File: src/hdl/rtc_cfg.svh
/*
 * constants of the real-time clock block: register offsets, field positions,
 * reset values and timing figures.
 * assumes inclusion by its bare name from the design and bench modules.
 */
// Operation
// - timebase is the slow crystal input
// - prescaler turns crystal into one-second tick
// - seconds and minutes count modulo sixty
// - hours modulo twenty-four, days span 32768
// - periodic events on second, minute, hour, day
// - enabled alarm fires when time equals setting
// - first alarm compares time of day only
// - second alarm compares day and time
// - stopwatch loads value, counts down each second
// - enabled stopwatch underflow raises an event
// - counting continues while processor sleeps
// - enabled event wakes processor from sleep
// - wake also leaves deep sleep and hibernate
`ifndef RTC_CFG_SVH
`define RTC_CFG_SVH

// ----------------------------------------------------------------------------
// timing
// ----------------------------------------------------------------------------
`define RTC_CLK_HZ 25000000
`define RTC_XTAL_HZ 32768
`define RTC_TICK_HZ 1
`define RTC_PRESCALE_DIV (`RTC_XTAL_HZ / `RTC_TICK_HZ)
`define RTC_SEC_MOD 60
`define RTC_MIN_MOD 60
`define RTC_HOUR_MOD 24
`define RTC_DAY_MOD 32768

// ----------------------------------------------------------------------------
// register byte offsets
// ----------------------------------------------------------------------------
`define RTC_OFS_CTRL 8'h00
`define RTC_OFS_TIME 8'h04
`define RTC_OFS_DAY 8'h08
`define RTC_OFS_ALM1 8'h0C
`define RTC_OFS_ALM2 8'h10
`define RTC_OFS_ALM2_DAY 8'h14
`define RTC_OFS_SWATCH 8'h18
`define RTC_OFS_STATUS 8'h1C
`define RTC_OFS_CLEAR 8'h20
`define RTC_OFS_IEN 8'h24
`define RTC_OFS_WEN 8'h28

// ----------------------------------------------------------------------------
// field positions and reset values
// ----------------------------------------------------------------------------
`define RTC_CTRL_ALM1_EN 0
`define RTC_CTRL_ALM2_EN 1
`define RTC_CTRL_SW_EN 2
`define RTC_SEC_LSB 0
`define RTC_MIN_LSB 8
`define RTC_HOUR_LSB 16
`define RTC_CTRL_RESET 3'h0
`define RTC_EVT_RESET 7'h00

`endif

File: src/hdl/rtc_pkg.sv
/*
 * types of the real-time clock block.
 * assumes rtc_cfg.svh is on the include path.
 */
package rtc_pkg;
    // ------------------------------------------------------------------------
    // event bit positions in status, clear, enable and wake registers
    // ------------------------------------------------------------------------
    typedef enum {
        EV_SEC, EV_MIN, EV_HOUR, EV_DAY, EV_ALM1, EV_ALM2, EV_SWATCH, EV_COUNT
    } event_type;

    typedef logic [EV_COUNT-1:0] event_vec_type;

    // time of day as held by counters and alarms
    typedef struct packed {
        logic [4:0] hour;
        logic [5:0] min;
        logic [5:0] sec;
    } tod_type;
endpackage

File: src/hdl/rtc_cnt_if.sv
/*
 * carrier between the top module and one modulo counter.
 * assumes both ends share the clock of the top module.
 */
`timescale 1ns/1ns
interface rtc_cnt_if #(parameter int W = 6);
    logic inc;
    logic load;
    logic [W-1:0] load_val;
    logic [W-1:0] value;
    logic wrap;

    modport counter(input inc, load, load_val, output value, wrap);
    modport user(output inc, load, load_val, input value, wrap);
endinterface

File: src/hdl/rtc_mod_counter.sv
/*
 * one modulo counter with load, used for seconds, minutes, hours and days.
 * assumes the system clock and a synchronous active-high reset.
 */
`timescale 1ns/1ns
module rtc_mod_counter #(
    parameter int W = 6,
    parameter int MOD = 60
) (
    input wire logic clk_i,
    input wire logic rst_i,
    rtc_cnt_if.counter c
);
    typedef struct packed {
        logic [W-1:0] value;
    } cnt_state_type;

    localparam logic [W-1:0] MAX = W'(MOD - 1);

    cnt_state_type q;
    cnt_state_type d;

    // ------------------------------------------------------------------------
    // next value: a load from software wins over a step
    // ------------------------------------------------------------------------
    always_comb begin
        d = q;
        if (c.load) begin
            d.value = c.load_val;
        end else if (c.inc) begin
            d.value = (q.value == MAX) ? '0 : q.value + W'(1);
        end
    end

    always_ff @(posedge clk_i) begin
        if (rst_i) begin
            q <= '0;
        end else begin
            q <= d;
        end
    end

    // carry to the next counter in the same cycle as the step
    assign c.value = q.value;
    assign c.wrap = c.inc & ~c.load & (q.value == MAX);
endmodule

File: src/hdl/rtc_top.sv
/*
 * real-time clock: crystal prescaler, time-of-day and day counters, two
 * alarms, a down-counting stopwatch, sticky events with irq and wake outputs,
 * registers on a classic wishbone slave.
 * assumes the crystal clock arrives as a plain input far slower than clk_i,
 * and that clk_i keeps running while the processor sleeps.
 */
`timescale 1ns/1ns
`include "rtc_cfg.svh"
module rtc_top
    import rtc_pkg::*;
#(
    parameter int PRESCALE_DIV = `RTC_PRESCALE_DIV,
    parameter int SW_W = 32
) (
    input wire logic clk_i,
    input wire logic rst_i,
    input wire logic xtal_i,
    input wire logic wb_cyc_i,
    input wire logic wb_stb_i,
    input wire logic wb_we_i,
    input wire logic [7:0] wb_adr_i,
    input wire logic [3:0] wb_sel_i,
    input wire logic [31:0] wb_dat_i,
    output logic [31:0] wb_dat_o,
    output logic wb_ack_o,
    output logic irq_o,
    output logic wake_o
);
    localparam int PRE_W = (PRESCALE_DIV > 1) ? $clog2(PRESCALE_DIV) : 1;
    localparam logic [PRE_W-1:0] PRE_MAX = PRE_W'(PRESCALE_DIV - 1);

    typedef struct packed {
        logic xs1;
        logic xs2;
        logic xs3;
        logic [PRE_W-1:0] pre;
        logic tick;
        logic cmp;
        logic [2:0] ctrl;
        event_vec_type ien;
        event_vec_type wen;
        event_vec_type status;
        tod_type alm1;
        tod_type alm2;
        logic [14:0] alm2_day;
        logic [SW_W-1:0] sw;
        logic sw_run;
        logic ack;
        logic [31:0] dat;
        logic irq;
        logic wake;
    } top_state_type;

    top_state_type q;
    top_state_type d;

    rtc_cnt_if #(.W(6)) sec_if();
    rtc_cnt_if #(.W(6)) min_if();
    rtc_cnt_if #(.W(5)) hour_if();
    rtc_cnt_if #(.W(15)) day_if();

    // ------------------------------------------------------------------------
    // timekeeping counters
    // ------------------------------------------------------------------------
    rtc_mod_counter #(.W(6), .MOD(`RTC_SEC_MOD)) u_sec (
        .clk_i(clk_i),
        .rst_i(rst_i),
        .c(sec_if)
    );
    rtc_mod_counter #(.W(6), .MOD(`RTC_MIN_MOD)) u_min (
        .clk_i(clk_i),
        .rst_i(rst_i),
        .c(min_if)
    );
    rtc_mod_counter #(.W(5), .MOD(`RTC_HOUR_MOD)) u_hour (
        .clk_i(clk_i),
        .rst_i(rst_i),
        .c(hour_if)
    );
    rtc_mod_counter #(.W(15), .MOD(`RTC_DAY_MOD)) u_day (
        .clk_i(clk_i),
        .rst_i(rst_i),
        .c(day_if)
    );

    logic req;
    logic wr;
    logic [31:0] mask;
    logic [31:0] rd;
    logic [31:0] wval;
    tod_type now;
    tod_type tval;
    event_vec_type evt;

    assign req = wb_cyc_i & wb_stb_i & ~q.ack;
    // a write lands on the edge that shows ack, while the master still holds it
    assign wr = wb_cyc_i & wb_stb_i & wb_we_i & q.ack;
    assign mask = {{8{wb_sel_i[3]}}, {8{wb_sel_i[2]}}, {8{wb_sel_i[1]}}, {8{wb_sel_i[0]}}};
    assign now = '{hour: hour_if.value, min: min_if.value, sec: sec_if.value};
    assign wval = (rd & ~mask) | (wb_dat_i & mask);
    assign tval = '{hour: wval[`RTC_HOUR_LSB +: 5], min: wval[`RTC_MIN_LSB +: 6],
                    sec: wval[`RTC_SEC_LSB +: 6]};

    // counter chain: each stage steps on the carry of the one below
    assign sec_if.inc = q.tick;
    assign min_if.inc = sec_if.wrap;
    assign hour_if.inc = min_if.wrap;
    assign day_if.inc = hour_if.wrap;
    assign sec_if.load = wr & (wb_adr_i == `RTC_OFS_TIME);
    assign min_if.load = sec_if.load;
    assign hour_if.load = sec_if.load;
    assign day_if.load = wr & (wb_adr_i == `RTC_OFS_DAY);
    assign sec_if.load_val = tval.sec;
    assign min_if.load_val = tval.min;
    assign hour_if.load_val = tval.hour;
    assign day_if.load_val = wval[14:0];

    // ------------------------------------------------------------------------
    // register read mux, unmapped offsets read as zero
    // ------------------------------------------------------------------------
    always_comb begin
        rd = 32'h0000_0000;
        unique case (wb_adr_i)
            `RTC_OFS_CTRL: rd = {29'h0000_0000, q.ctrl};
            `RTC_OFS_TIME: rd = {11'h000, now.hour, 2'h0, now.min, 2'h0, now.sec};
            `RTC_OFS_DAY: rd = {17'h0_0000, day_if.value};
            `RTC_OFS_ALM1: rd = {11'h000, q.alm1.hour, 2'h0, q.alm1.min, 2'h0, q.alm1.sec};
            `RTC_OFS_ALM2: rd = {11'h000, q.alm2.hour, 2'h0, q.alm2.min, 2'h0, q.alm2.sec};
            `RTC_OFS_ALM2_DAY: rd = {17'h0_0000, q.alm2_day};
            `RTC_OFS_SWATCH: rd = 32'(q.sw);
            `RTC_OFS_STATUS: rd = {25'h000_0000, q.status};
            `RTC_OFS_IEN: rd = {25'h000_0000, q.ien};
            `RTC_OFS_WEN: rd = {25'h000_0000, q.wen};
            default: rd = 32'h0000_0000;
        endcase
    end

    // ------------------------------------------------------------------------
    // events of this cycle
    // ------------------------------------------------------------------------
    always_comb begin
        evt = '0;
        evt[EV_SEC] = q.tick;
        evt[EV_MIN] = sec_if.wrap;
        evt[EV_HOUR] = min_if.wrap;
        evt[EV_DAY] = hour_if.wrap;
        // compared one cycle after the tick, once counters have settled
        evt[EV_ALM1] = q.cmp & q.ctrl[`RTC_CTRL_ALM1_EN] & (now == q.alm1);
        evt[EV_ALM2] = q.cmp & q.ctrl[`RTC_CTRL_ALM2_EN] & (now == q.alm2)
                       & (day_if.value == q.alm2_day);
        evt[EV_SWATCH] = q.tick & q.sw_run & q.ctrl[`RTC_CTRL_SW_EN]
                         & (q.sw == '0);
    end

    // ------------------------------------------------------------------------
    // next state of the whole block
    // ------------------------------------------------------------------------
    always_comb begin
        d = q;
        // crystal passes two flops before the edge detector looks at it
        d.xs1 = xtal_i;
        d.xs2 = q.xs1;
        d.xs3 = q.xs2;
        d.tick = 1'b0;
        if (q.xs2 & ~q.xs3) begin
            if (q.pre == PRE_MAX) begin
                d.pre = '0;
                d.tick = 1'b1;
            end else begin
                d.pre = q.pre + PRE_W'(1);
            end
        end
        d.cmp = q.tick;
        // stopwatch: stops itself after underflow rather than wrapping
        if (q.tick & q.sw_run & q.ctrl[`RTC_CTRL_SW_EN]) begin
            if (q.sw == '0) begin
                d.sw_run = 1'b0;
            end else begin
                d.sw = q.sw - SW_W'(1);
            end
        end
        // bus: one access per request, acknowledged the next cycle
        d.ack = req;
        d.dat = 32'h0000_0000;
        if (req & ~wb_we_i) begin
            d.dat = rd;
        end
        d.status = q.status;
        if (wr) begin
            unique case (wb_adr_i)
                `RTC_OFS_CTRL: d.ctrl = wval[2:0];
                `RTC_OFS_ALM1: d.alm1 = tval;
                `RTC_OFS_ALM2: d.alm2 = tval;
                `RTC_OFS_ALM2_DAY: d.alm2_day = wval[14:0];
                `RTC_OFS_SWATCH: begin
                    d.sw = wval[SW_W-1:0];
                    d.sw_run = 1'b1;
                end
                `RTC_OFS_CLEAR: d.status = q.status & ~(wb_dat_i[6:0] & mask[6:0]);
                `RTC_OFS_IEN: d.ien = wval[6:0];
                `RTC_OFS_WEN: d.wen = wval[6:0];
                default: d.status = q.status;
            endcase
        end
        // a new event beats a clear in the same cycle
        d.status = d.status | evt;
        // runs from clk_i alone, so the sleep state of the core does not stop it
        d.irq = |(q.status & q.ien);
        // one wake line serves sleep, deep sleep and regulator hibernate exit
        d.wake = |(q.status & q.wen);
    end

    // ------------------------------------------------------------------------
    // state register
    // ------------------------------------------------------------------------
    always_ff @(posedge clk_i) begin
        if (rst_i) begin
            q <= '0;
            q.ctrl <= `RTC_CTRL_RESET;
            q.status <= `RTC_EVT_RESET;
            q.ien <= `RTC_EVT_RESET;
            q.wen <= `RTC_EVT_RESET;
        end else begin
            q <= d;
        end
    end

    assign wb_dat_o = q.dat;
    assign wb_ack_o = q.ack;
    assign irq_o = q.irq;
    assign wake_o = q.wake;
endmodule

File: config.mk
export PLATFORM = sky130hd
export DESIGN_NAME = rtc_top
export DESIGN_NICKNAME = d
export VERILOG_FILES = /design/src/hdl/rtc_pkg.sv /design/src/hdl/rtc_cnt_if.sv /design/src/hdl/rtc_mod_counter.sv /design/src/hdl/rtc_top.sv
export VERILOG_INCLUDE_DIRS = /design/src /design/src/hdl
export SDC_FILE = /design/constraint.sdc
export NUM_CORES = 1
export LEC_CHECK = 0
export BUFFER_PORTS_ARGS = -buffer_cell sky130_fd_sc_hd__buf_2
export CORE_UTILIZATION = 49
export DETAILED_ROUTE_END_ITERATION = 10
export GPL_ROUTABILITY_DRIVEN = 0
export PLACE_DENSITY = 0.67
export SYNTH_ARGS = -nofsm -noshare
export SYNTH_HDL_FRONTEND = slang
export SYNTH_SLANG_ARGS = --single-unit
File: constraint.sdc
create_clock -name clk_i -period 2.9 [get_ports clk_i]
set_input_delay 0 -clock clk_i [delete_from_list [all_inputs] [get_ports clk_i]]
set_output_delay 0 -clock clk_i [all_outputs]
set_load 0.05 [all_outputs]
# == Word-level counts from Yosys, hierarchy flattened ==
# Cells that the tools add are included.
# totals
register_bits,193
in_bits,50
output_inout_bits,35
wordCells,129
# classes
addsub,6
eq_ne,18
n_mux,24
bitwise,38
reduce_logical,16
# ops
cell,count
one-hot mux 32 bit (10 select lines),1
2-to-1 mux 89 bit,1
2-to-1 mux 15 bit,5
2-to-1 mux 33 bit,2
AND 32 bit,2
2-to-1 mux 6 bit,6
== test 17 bit,2
2-to-1 mux 17 bit,2
== test 8 x 5 -> 1 bit (second input constant),4
logical NOT 32 bit,1
2-to-1 mux 32 bit,1
NOT 32 bit,1
bitwise OR 32 bit,1
subtractor 32 x 1 -> 32 bit (second input constant),1
adder 15 x 1 -> 15 bit (second input constant),2
== test 15 bit (second input constant),2
AND 7 bit,4
== test 8 x 6 -> 1 bit (second input constant),3
AND 1 bit,22
== test 8 x 4 -> 1 bit (second input constant),2
== test 15 bit,1
2-to-1 mux 5 bit,3
OR reduction 7 bit,2
adder 6 x 1 -> 6 bit (second input constant),2
13 further kinds,29

# == Logic depth before layout (Yosys ltp) ==
# logic_depth
depth_word,13
depth_mapped,10

# == Cells and area by module ==
# A second synthesis with hierarchy kept.
# hier_totals
cells_unflattened,1298
hier_area_um2,11025.6
# by_module_without_submodules
mod,instances,cells_per_inst,area_each_um2,seq_area_each_um2
rtc_top,1,1069,8967.4,3223.1
rtc_mod_counter at u_day,1,107,913.4,300.3
rtc_mod_counter at u_min ...,2,44,431.7,120.1
rtc_mod_counter at u_hour,1,34,281.5,100.1

# == Worst setup path before layout ==
# OpenSTA, ideal clock, no wires.
# synth_timing
kind,flip-flop to flip-flop
from,"register q, in the netlist wb_ack_o"
to,"register u_day.q, in the netlist u_day.c.value[13]"
arrival_time_ns,1.994
required_time_ns,2.779
path_slack_ns,0.785
stages_incl_launch_ff,9
n_path_buf,2
cell_sequence,dfxtp_1 -> and4_1 -> clkbuf_1 -> nand3_2 -> and4_1 -> buf_2 -> o211ai_1 -> xor2_1 -> o22ai_1
# synth_between
elab_chain_len,10
# synth_rtl
item,line,source
"start, declared",rtc_top.sv:55,top_state_type q;
AND 1 bit (*),rtc_top.sv:98,assign wr = wb_cyc_i & wb_stb_i & wb_we_i & q.ack;
AND 1 bit,rtc_top.sv:110,assign sec_if.load = wr & (wb_adr_i == `RTC_OFS_TIME);
NOT 1 bit,rtc_mod_counter.sv:45,assign c.wrap = c.inc & ~c.load & (q.value == MAX);
AND 1 bit (6 in a row),rtc_mod_counter.sv:45,
nonzero test 2 bit (no source line),-,
"end signal, assigned",rtc_mod_counter.sv:37,q <= '0;
"end signal, assigned",rtc_mod_counter.sv:39,q <= d;
"end, declared",rtc_mod_counter.sv:20,cnt_state_type q;
# Mark *: on every way between the ends. The rest lies on a longest branch, timed or not.
# A chain may end at the register's enable or synchronous reset.

# == Final worst setup path ==
# layout_timing
from,"register u_sec.q, in the netlist u_sec.c.value[1]"
to,"register u_day.q, in the netlist u_day.c.value[3]"
# layout_between
elab_chain_len,7
# layout_rtl
item,line
"start, declared",rtc_mod_counter.sv:20
"start signal, assigned",rtc_mod_counter.sv:37
"start signal, assigned",rtc_mod_counter.sv:39
== test 6 bit,rtc_mod_counter.sv:45
AND 1 bit (5 in a row),rtc_mod_counter.sv:45
nonzero test 2 bit (no source line),-
# Every way passes these cells.

==> impl_results.html <==
<table>
<tr><th>Metric</th><th>Value</th></tr>
<tr><th colspan="2">Status</th></tr>
<tr><td>Outcome</td><td>finished, final reports clean</td></tr>
<tr><th colspan="2">Placement</th></tr>
<tr><td>Pre-CTS worst setup slack</td><td>between 0.4 and 0.5 ns</td></tr>
<tr><td>Sum of net half-perimeters after detailed placement</td><td>between 20000 and 30000 um</td></tr>
<tr><td>DP Area</td><td>around 11000 um2</td></tr>
<tr><td>Number of port buffers</td><td>84</td></tr>
<tr><th colspan="2">Power and ir drop</th></tr>
<tr><td>Total power density per cell area</td><td>roughly 440 nW/um2</td></tr>
<tr><td>Net switching power</td><td>~1400 uW</td></tr>
<tr><td>IR drop worst, VDD</td><td>approximately 400 uV</td></tr>
<tr><td>Leakage power total</td><td>between 0.004 and 0.005 uW</td></tr>
<tr><td>Internal power component</td><td>3980 uW</td></tr>
<tr><td>Sequential cell fraction of total power</td><td>slightly below 50%</td></tr>
<tr><td>Clock group share of total power</td><td>about 44%</td></tr>
<tr><td>Sw Ratio</td><td>25.8%</td></tr>
<tr><td>Fraction of power consumed by combinational cells</td><td>under 10%</td></tr>
<tr><th colspan="2">Clock tree</th></tr>
<tr><td>Number of gates resized after cts</td><td>0</td></tr>
<tr><td>Post-CTS setup repair buffer count</td><td>0</td></tr>
<tr><td>Sinks on Clock Net</td><td>around 190</td></tr>
<tr><td>Clock latency reported for the late side of the worst-skew pair</td><td>roughly 0.44 ns</td></tr>
<tr><td>Clock-pin transition on the worst setup and hold timing paths</td><td>approximately 0.07 ns</td></tr>
<tr><td>Count of H-tree levels built during CTS</td><td>4</td></tr>
<tr><td>Buffer type at the clock tree root</td><td>sky130_fd_sc_hd__clkbuf_16</td></tr>
<tr><td>CTS tree</td><td>built</td></tr>
<tr><td>Total clock buffers created by CTS</td><td>17</td></tr>
<tr><td>Maximum number of buffers from clock root to sink</td><td>2</td></tr>
<tr><th colspan="2">Route</th></tr>
<tr><td>Detailed Route Iter0 Violations</td><td>between 1000 and 1500</td></tr>
<tr><td>Pre-antenna DRT Iters</td><td>9</td></tr>
<tr><td>Average routed wire per standard cell</td><td>21.6 um</td></tr>
<tr><td>Drt total wl</td><td>34900 um</td></tr>
<tr><td>Antenna Violating Nets Remaining</td><td>0</td></tr>
<tr><td>Number of vias per cell after detailed routing</td><td>approximately 6.3</td></tr>
<tr><td>Count of unresolved DRC violations after routing</td><td>0</td></tr>
<tr><td>Overall via count from detail_route</td><td>between 10000 and 15000</td></tr>
<tr><th colspan="2">Floorplan</th></tr>
<tr><td>Cell Rows</td><td>53</td></tr>
<tr><td>Starting utilization of the core area</td><td>between 50% and 60%</td></tr>
<tr><td>Die area</td><td>22400 um2</td></tr>
<tr><td># IOs</td><td>85</td></tr>
<tr><td>Vertical extent of the die</td><td>between 100 and 150 um</td></tr>
<tr><td>Core Footprint</td><td>about 21000 um2</td></tr>
<tr><td>Die Span X</td><td>roughly 150 um</td></tr>
<tr><th colspan="2">STA</th></tr>
<tr><td>Clock Skews</td><td>between 0.008 and 0.009 ns</td></tr>
<tr><td>Pins over their slew limit</td><td>0</td></tr>
<tr><td>Worst slew margin</td><td>roughly 29%</td></tr>
<tr><td>FMAX</td><td>roughly 400 MHz</td></tr>
<tr><td>Final critical-path required period</td><td>2.51 ns</td></tr>
<tr><td>Final critical-path setup slack</td><td>roughly 0.39 ns</td></tr>
<tr><td>Number of setup violations in the final report</td><td>0</td></tr>
<tr><td>Fin Setup TNS</td><td>0 ns</td></tr>
<tr><td>Total count of hold-check failures in the final report</td><td>0</td></tr>
<tr><td>Portion of the clock cycle consumed by the worst path in the final layout</td><td>between 80% and 90%</td></tr>
<tr><td>RSZ-0062 raised after global routing</td><td>no</td></tr>
<tr><td>Worst-margin pin slew</td><td>1.06 ns</td></tr>
<tr><th colspan="2">Yosys</th></tr>
<tr><td>Dominant register cell in the synthesized netlist</td><td>sky130_fd_sc_hd__dfxtp_1</td></tr>
<tr><td>Count of yosys warnings during synthesis</td><td>0</td></tr>
<tr><td>Count of flip-flops with a built-in enable after synthesis</td><td>0</td></tr>
<tr><td>Sequential fraction of the synthesis area</td><td>between 30% and 40%</td></tr>
<tr><td>Post-synth net total</td><td>1329</td></tr>
<tr><td>Post-Syn Area</td><td>10700 um2</td></tr>
<tr><td>Syn Inst Count</td><td>about 1300</td></tr>
<tr><td>Mean instance size in the synthesized netlist</td><td>8.42 um2</td></tr>
<tr><td>Number of synthesized register bits</td><td>between 150 and 200</td></tr>
<tr><td>Number of different library cells in the post-synthesis netlist</td><td>85</td></tr>
<tr><td>Synth async-reset ratio</td><td>0%</td></tr>
<tr><th colspan="2">Min path</th></tr>
<tr><td>Class of the most critical hold timing path</td><td>in -&gt; reg</td></tr>
<tr><td>Launch instance of the worst min-delay path</td><td>wb_dat_i[14]</td></tr>
<tr><th colspan="2">Worst setup path</th></tr>
<tr><td>Register-to-register setup slack</td><td>a little under 0.4 ns</td></tr>
<tr><td>Slowest-stage cell, CP</td><td>sky130_fd_sc_hd__nor2b_1</td></tr>
<tr><td>Req. time, crit path</td><td>roughly 3.3 ns</td></tr>
<tr><td>Origin of the critical flop-to-flop path</td><td>u_sec.c.value[1]</td></tr>
<tr><td>Worst setup path category</td><td>reg -&gt; reg</td></tr>
<tr><td>Worst Path Arrival</td><td>between 2 and 3 ns</td></tr>
<tr><td>Startpoint class of the critical path</td><td>flip-flop</td></tr>
<tr><td>Nature of the critical path endpoint</td><td>flip-flop</td></tr>
<tr><td>Category of cells accounting for the largest share of critical-path delay</td><td>simple AND/OR/NAND/NOR gates</td></tr>
<tr><td>Timing startpoint of the critical path</td><td>u_sec.c.value[1]</td></tr>
<tr><td>Largest driver fanout on the critical path</td><td>11</td></tr>
<tr><td>Buf/Inv on CP</td><td>1</td></tr>
<tr><td>Cell-by-cell listing of the critical path</td><td>ha_1 -&gt; nand2_1 -&gt; nor3_1 -&gt; buf_4 -&gt; nand3_2 -&gt; nor2b_1 -&gt; a21oi_1 -&gt; a211oi_1</td></tr>
<tr><td>Highest cell delay on the worst timing path</td><td>between 0.6 and 0.7 ns</td></tr>
<tr><th colspan="2">Final layout</th></tr>
<tr><td>Sequential standard cell area</td><td>3860 um2</td></tr>
<tr><td>Net count of the finished layout</td><td>~1400</td></tr>
<tr><td>Most frequent cells in the layout</td><td>193 x sky130_fd_sc_hd__dfxtp_1, 139 x sky130_fd_sc_hd__nand2_1, 132 x sky130_fd_sc_hd__nor2_1, 83 x sky130_fd_sc_hd__buf_2, 64 x sky130_fd_sc_hd__a21oi_1</td></tr>
<tr><td>Final std cell area, no fill</td><td>~12000 um2</td></tr>
<tr><td>Total area of multi-input combinational cells</td><td>~6200 um2</td></tr>
<tr><td>Final standard cell utilization of the core</td><td>a little under three fifths</td></tr>
<tr><td>Most common cell after layout, fill and taps aside</td><td>sky130_fd_sc_hd__dfxtp_1</td></tr>
<tr><td>Fill count</td><td>between 1500 and 2000</td></tr>
<tr><td>Growth of design area from synthesis to finish</td><td>12.6%</td></tr>
<tr><td>Inserted Diodes</td><td>0</td></tr>
<tr><td>Share of post-route cells with drive strength above 1</td><td>between 15 and 20%</td></tr>
<tr><th colspan="2">Global routing</th></tr>
<tr><td>Global-route met1 utilization</td><td>42.3%</td></tr>
<tr><td>Overflow after GRT</td><td>0</td></tr>
<tr><td>Met2 layer usage reported by global route</td><td>46.9%</td></tr>
<tr><td>Global-route wire length before repair</td><td>~54000 um</td></tr>
<tr><td>Highest-utilization routing layer at the global route stage</td><td>met2</td></tr>
<tr><td>Overall routing resource usage</td><td>between 30% and 40%</td></tr>
<tr><td>Antenna violations before repair</td><td>0</td></tr>
<tr><td>Largest net degree at the start of global routing</td><td>75</td></tr>
<tr><td>Vias in the first global route</td><td>approximately 9500</td></tr>
<tr><td>Met3 Track Usage GR</td><td>approximately a tenth</td></tr>
<tr><th colspan="2">Run</th></tr>
<tr><td>Max-cap check violation count</td><td>0</td></tr>
</table>
[path summary, 6_finish.rpt]
| path | end | cells past startpoint |
|---|---|---|
| min | q[82] | 4 |
| max | u_day.c.value[3] | 8 |
| min reg2reg | d[158] | 1 |
| max reg2reg | u_day.c.value[3] | 8 |
[layer usage]
| metal | routed length, um | vias to the layer above |
|---|---|---|
| met5 | 0 | - |
| met4 | 1450 | 0 |
| met3 | 4140 | 122 |
| met2 | 15100 | 636 |
| met1 | 14200 | 4811 |
| li1 | - | 4686 |
[stage by stage]
step	total power [uW]	hold slack [ns]	std cells
after floorplan	2890	0.128	1272
after global placement	3010	0.218	1557
after detailed placement	3010	0.223	1557
after CTS	5380	0.00450	1618
after global routing	5510	0.0265	1618
final	5360	0.0217	1618
[power by group through the flow]
| stage | clock network [uW] | logic, uW | registers (uW) |
|---|---|---|---|
| floorplan | 0 | 176 | 2720 |
| global placement | 0 | 293 | 2720 |
| detailed placement | 0 | 295 | 2720 |
| CTS | 2400 | 325 | 2650 |
| global route | 2510 | 350 | 2650 |
| finish | 2370 | 336 | 2650 |
[layout make-up]
| class | count | share of cell area (%) |
|---|---|---|
| timing repair buffer | 162 | 8.99 |
| sequential | 193 | 32.0 |
| clock buffer | 17 | 3.53 |
| clock inverter | 14 | 1.21 |
| inverter | 7 | 0.218 |
| multi-input combinational | 950 | 51.2 |
| tap | 275 | 2.85 |
[synthesized netlist by cell type (11+ instances only)]
cell,number,area share [%]
sky130_fd_sc_hd__a22oi_1,12,0.84
sky130_fd_sc_hd__a211oi_1,42,2.9
sky130_fd_sc_hd__nor3_1,43,2.0
sky130_fd_sc_hd__buf_2,30,1.4
sky130_fd_sc_hd__nand4_1,22,1.3
sky130_fd_sc_hd__xor2_1,43,3.5
sky130_fd_sc_hd__nor4_1,22,1.3
sky130_fd_sc_hd__or3_1,11,0.64
sky130_fd_sc_hd__and3_1,12,0.70
sky130_fd_sc_hd__nor2b_1,20,1.2
sky130_fd_sc_hd__and2_1,15,0.88
sky130_fd_sc_hd__dfxtp_1,193,36
sky130_fd_sc_hd__o21ai_0,26,1.2
sky130_fd_sc_hd__a21oi_1,64,3.0
sky130_fd_sc_hd__xnor2_1,48,3.9
sky130_fd_sc_hd__buf_4,36,2.5
sky130_fd_sc_hd__mux2i_1,48,4.5
sky130_fd_sc_hd__clkbuf_1,48,1.7
sky130_fd_sc_hd__nand3_1,31,1.4
sky130_fd_sc_hd__nand2_1,139,4.9
sky130_fd_sc_hd__a31oi_1,16,0.93
sky130_fd_sc_hd__o22ai_1,24,1.4
sky130_fd_sc_hd__nor2_1,132,4.6
[worst reg2reg max path, cell delays in order, from the launching register on]
cell and delay [ns]:
sky130_fd_sc_hd__dfxtp_1 0.49, sky130_fd_sc_hd__ha_1 0.27, sky130_fd_sc_hd__nand2_1 0.11, sky130_fd_sc_hd__nor3_1 0.16, sky130_fd_sc_hd__buf_4 0.20, sky130_fd_sc_hd__nand3_2 0.18
sky130_fd_sc_hd__nor2b_1 0.63, sky130_fd_sc_hd__a21oi_1 0.15, sky130_fd_sc_hd__a211oi_1 0.24
[repair_timing]
action | CTS | global route
endpoints found under the hold margin | 40 | 0
hold buffers | 30 | 0
endpoints found under the setup margin | 0 | 0
[kinds of logic (layout without fill, tap and decap cells)]
logic type,after synthesis,after routing,share of synthesized area [%]
AND/OR/NAND/NOR,521,521,25.8
AO/OA/AOI/OAI,275,275,18.2
multiplexers,56,56,5.33
flip-flops,193,193,36.1
adder cells (fa/ha/maj),7,7,0.818
XOR/XNOR,91,91,7.44
buffers and inverters,129,200,6.34
[state kept, by name, summed over array words and instances, names as in the netlist, 2 cells and up]
name	count
u_sec.c.value	6
u_day.c.value	15
u_hour.c.value	5
d	2
q	123
u_min.c.value	6
wb_dat_o	32
Power figures use the tool's default switching activity.
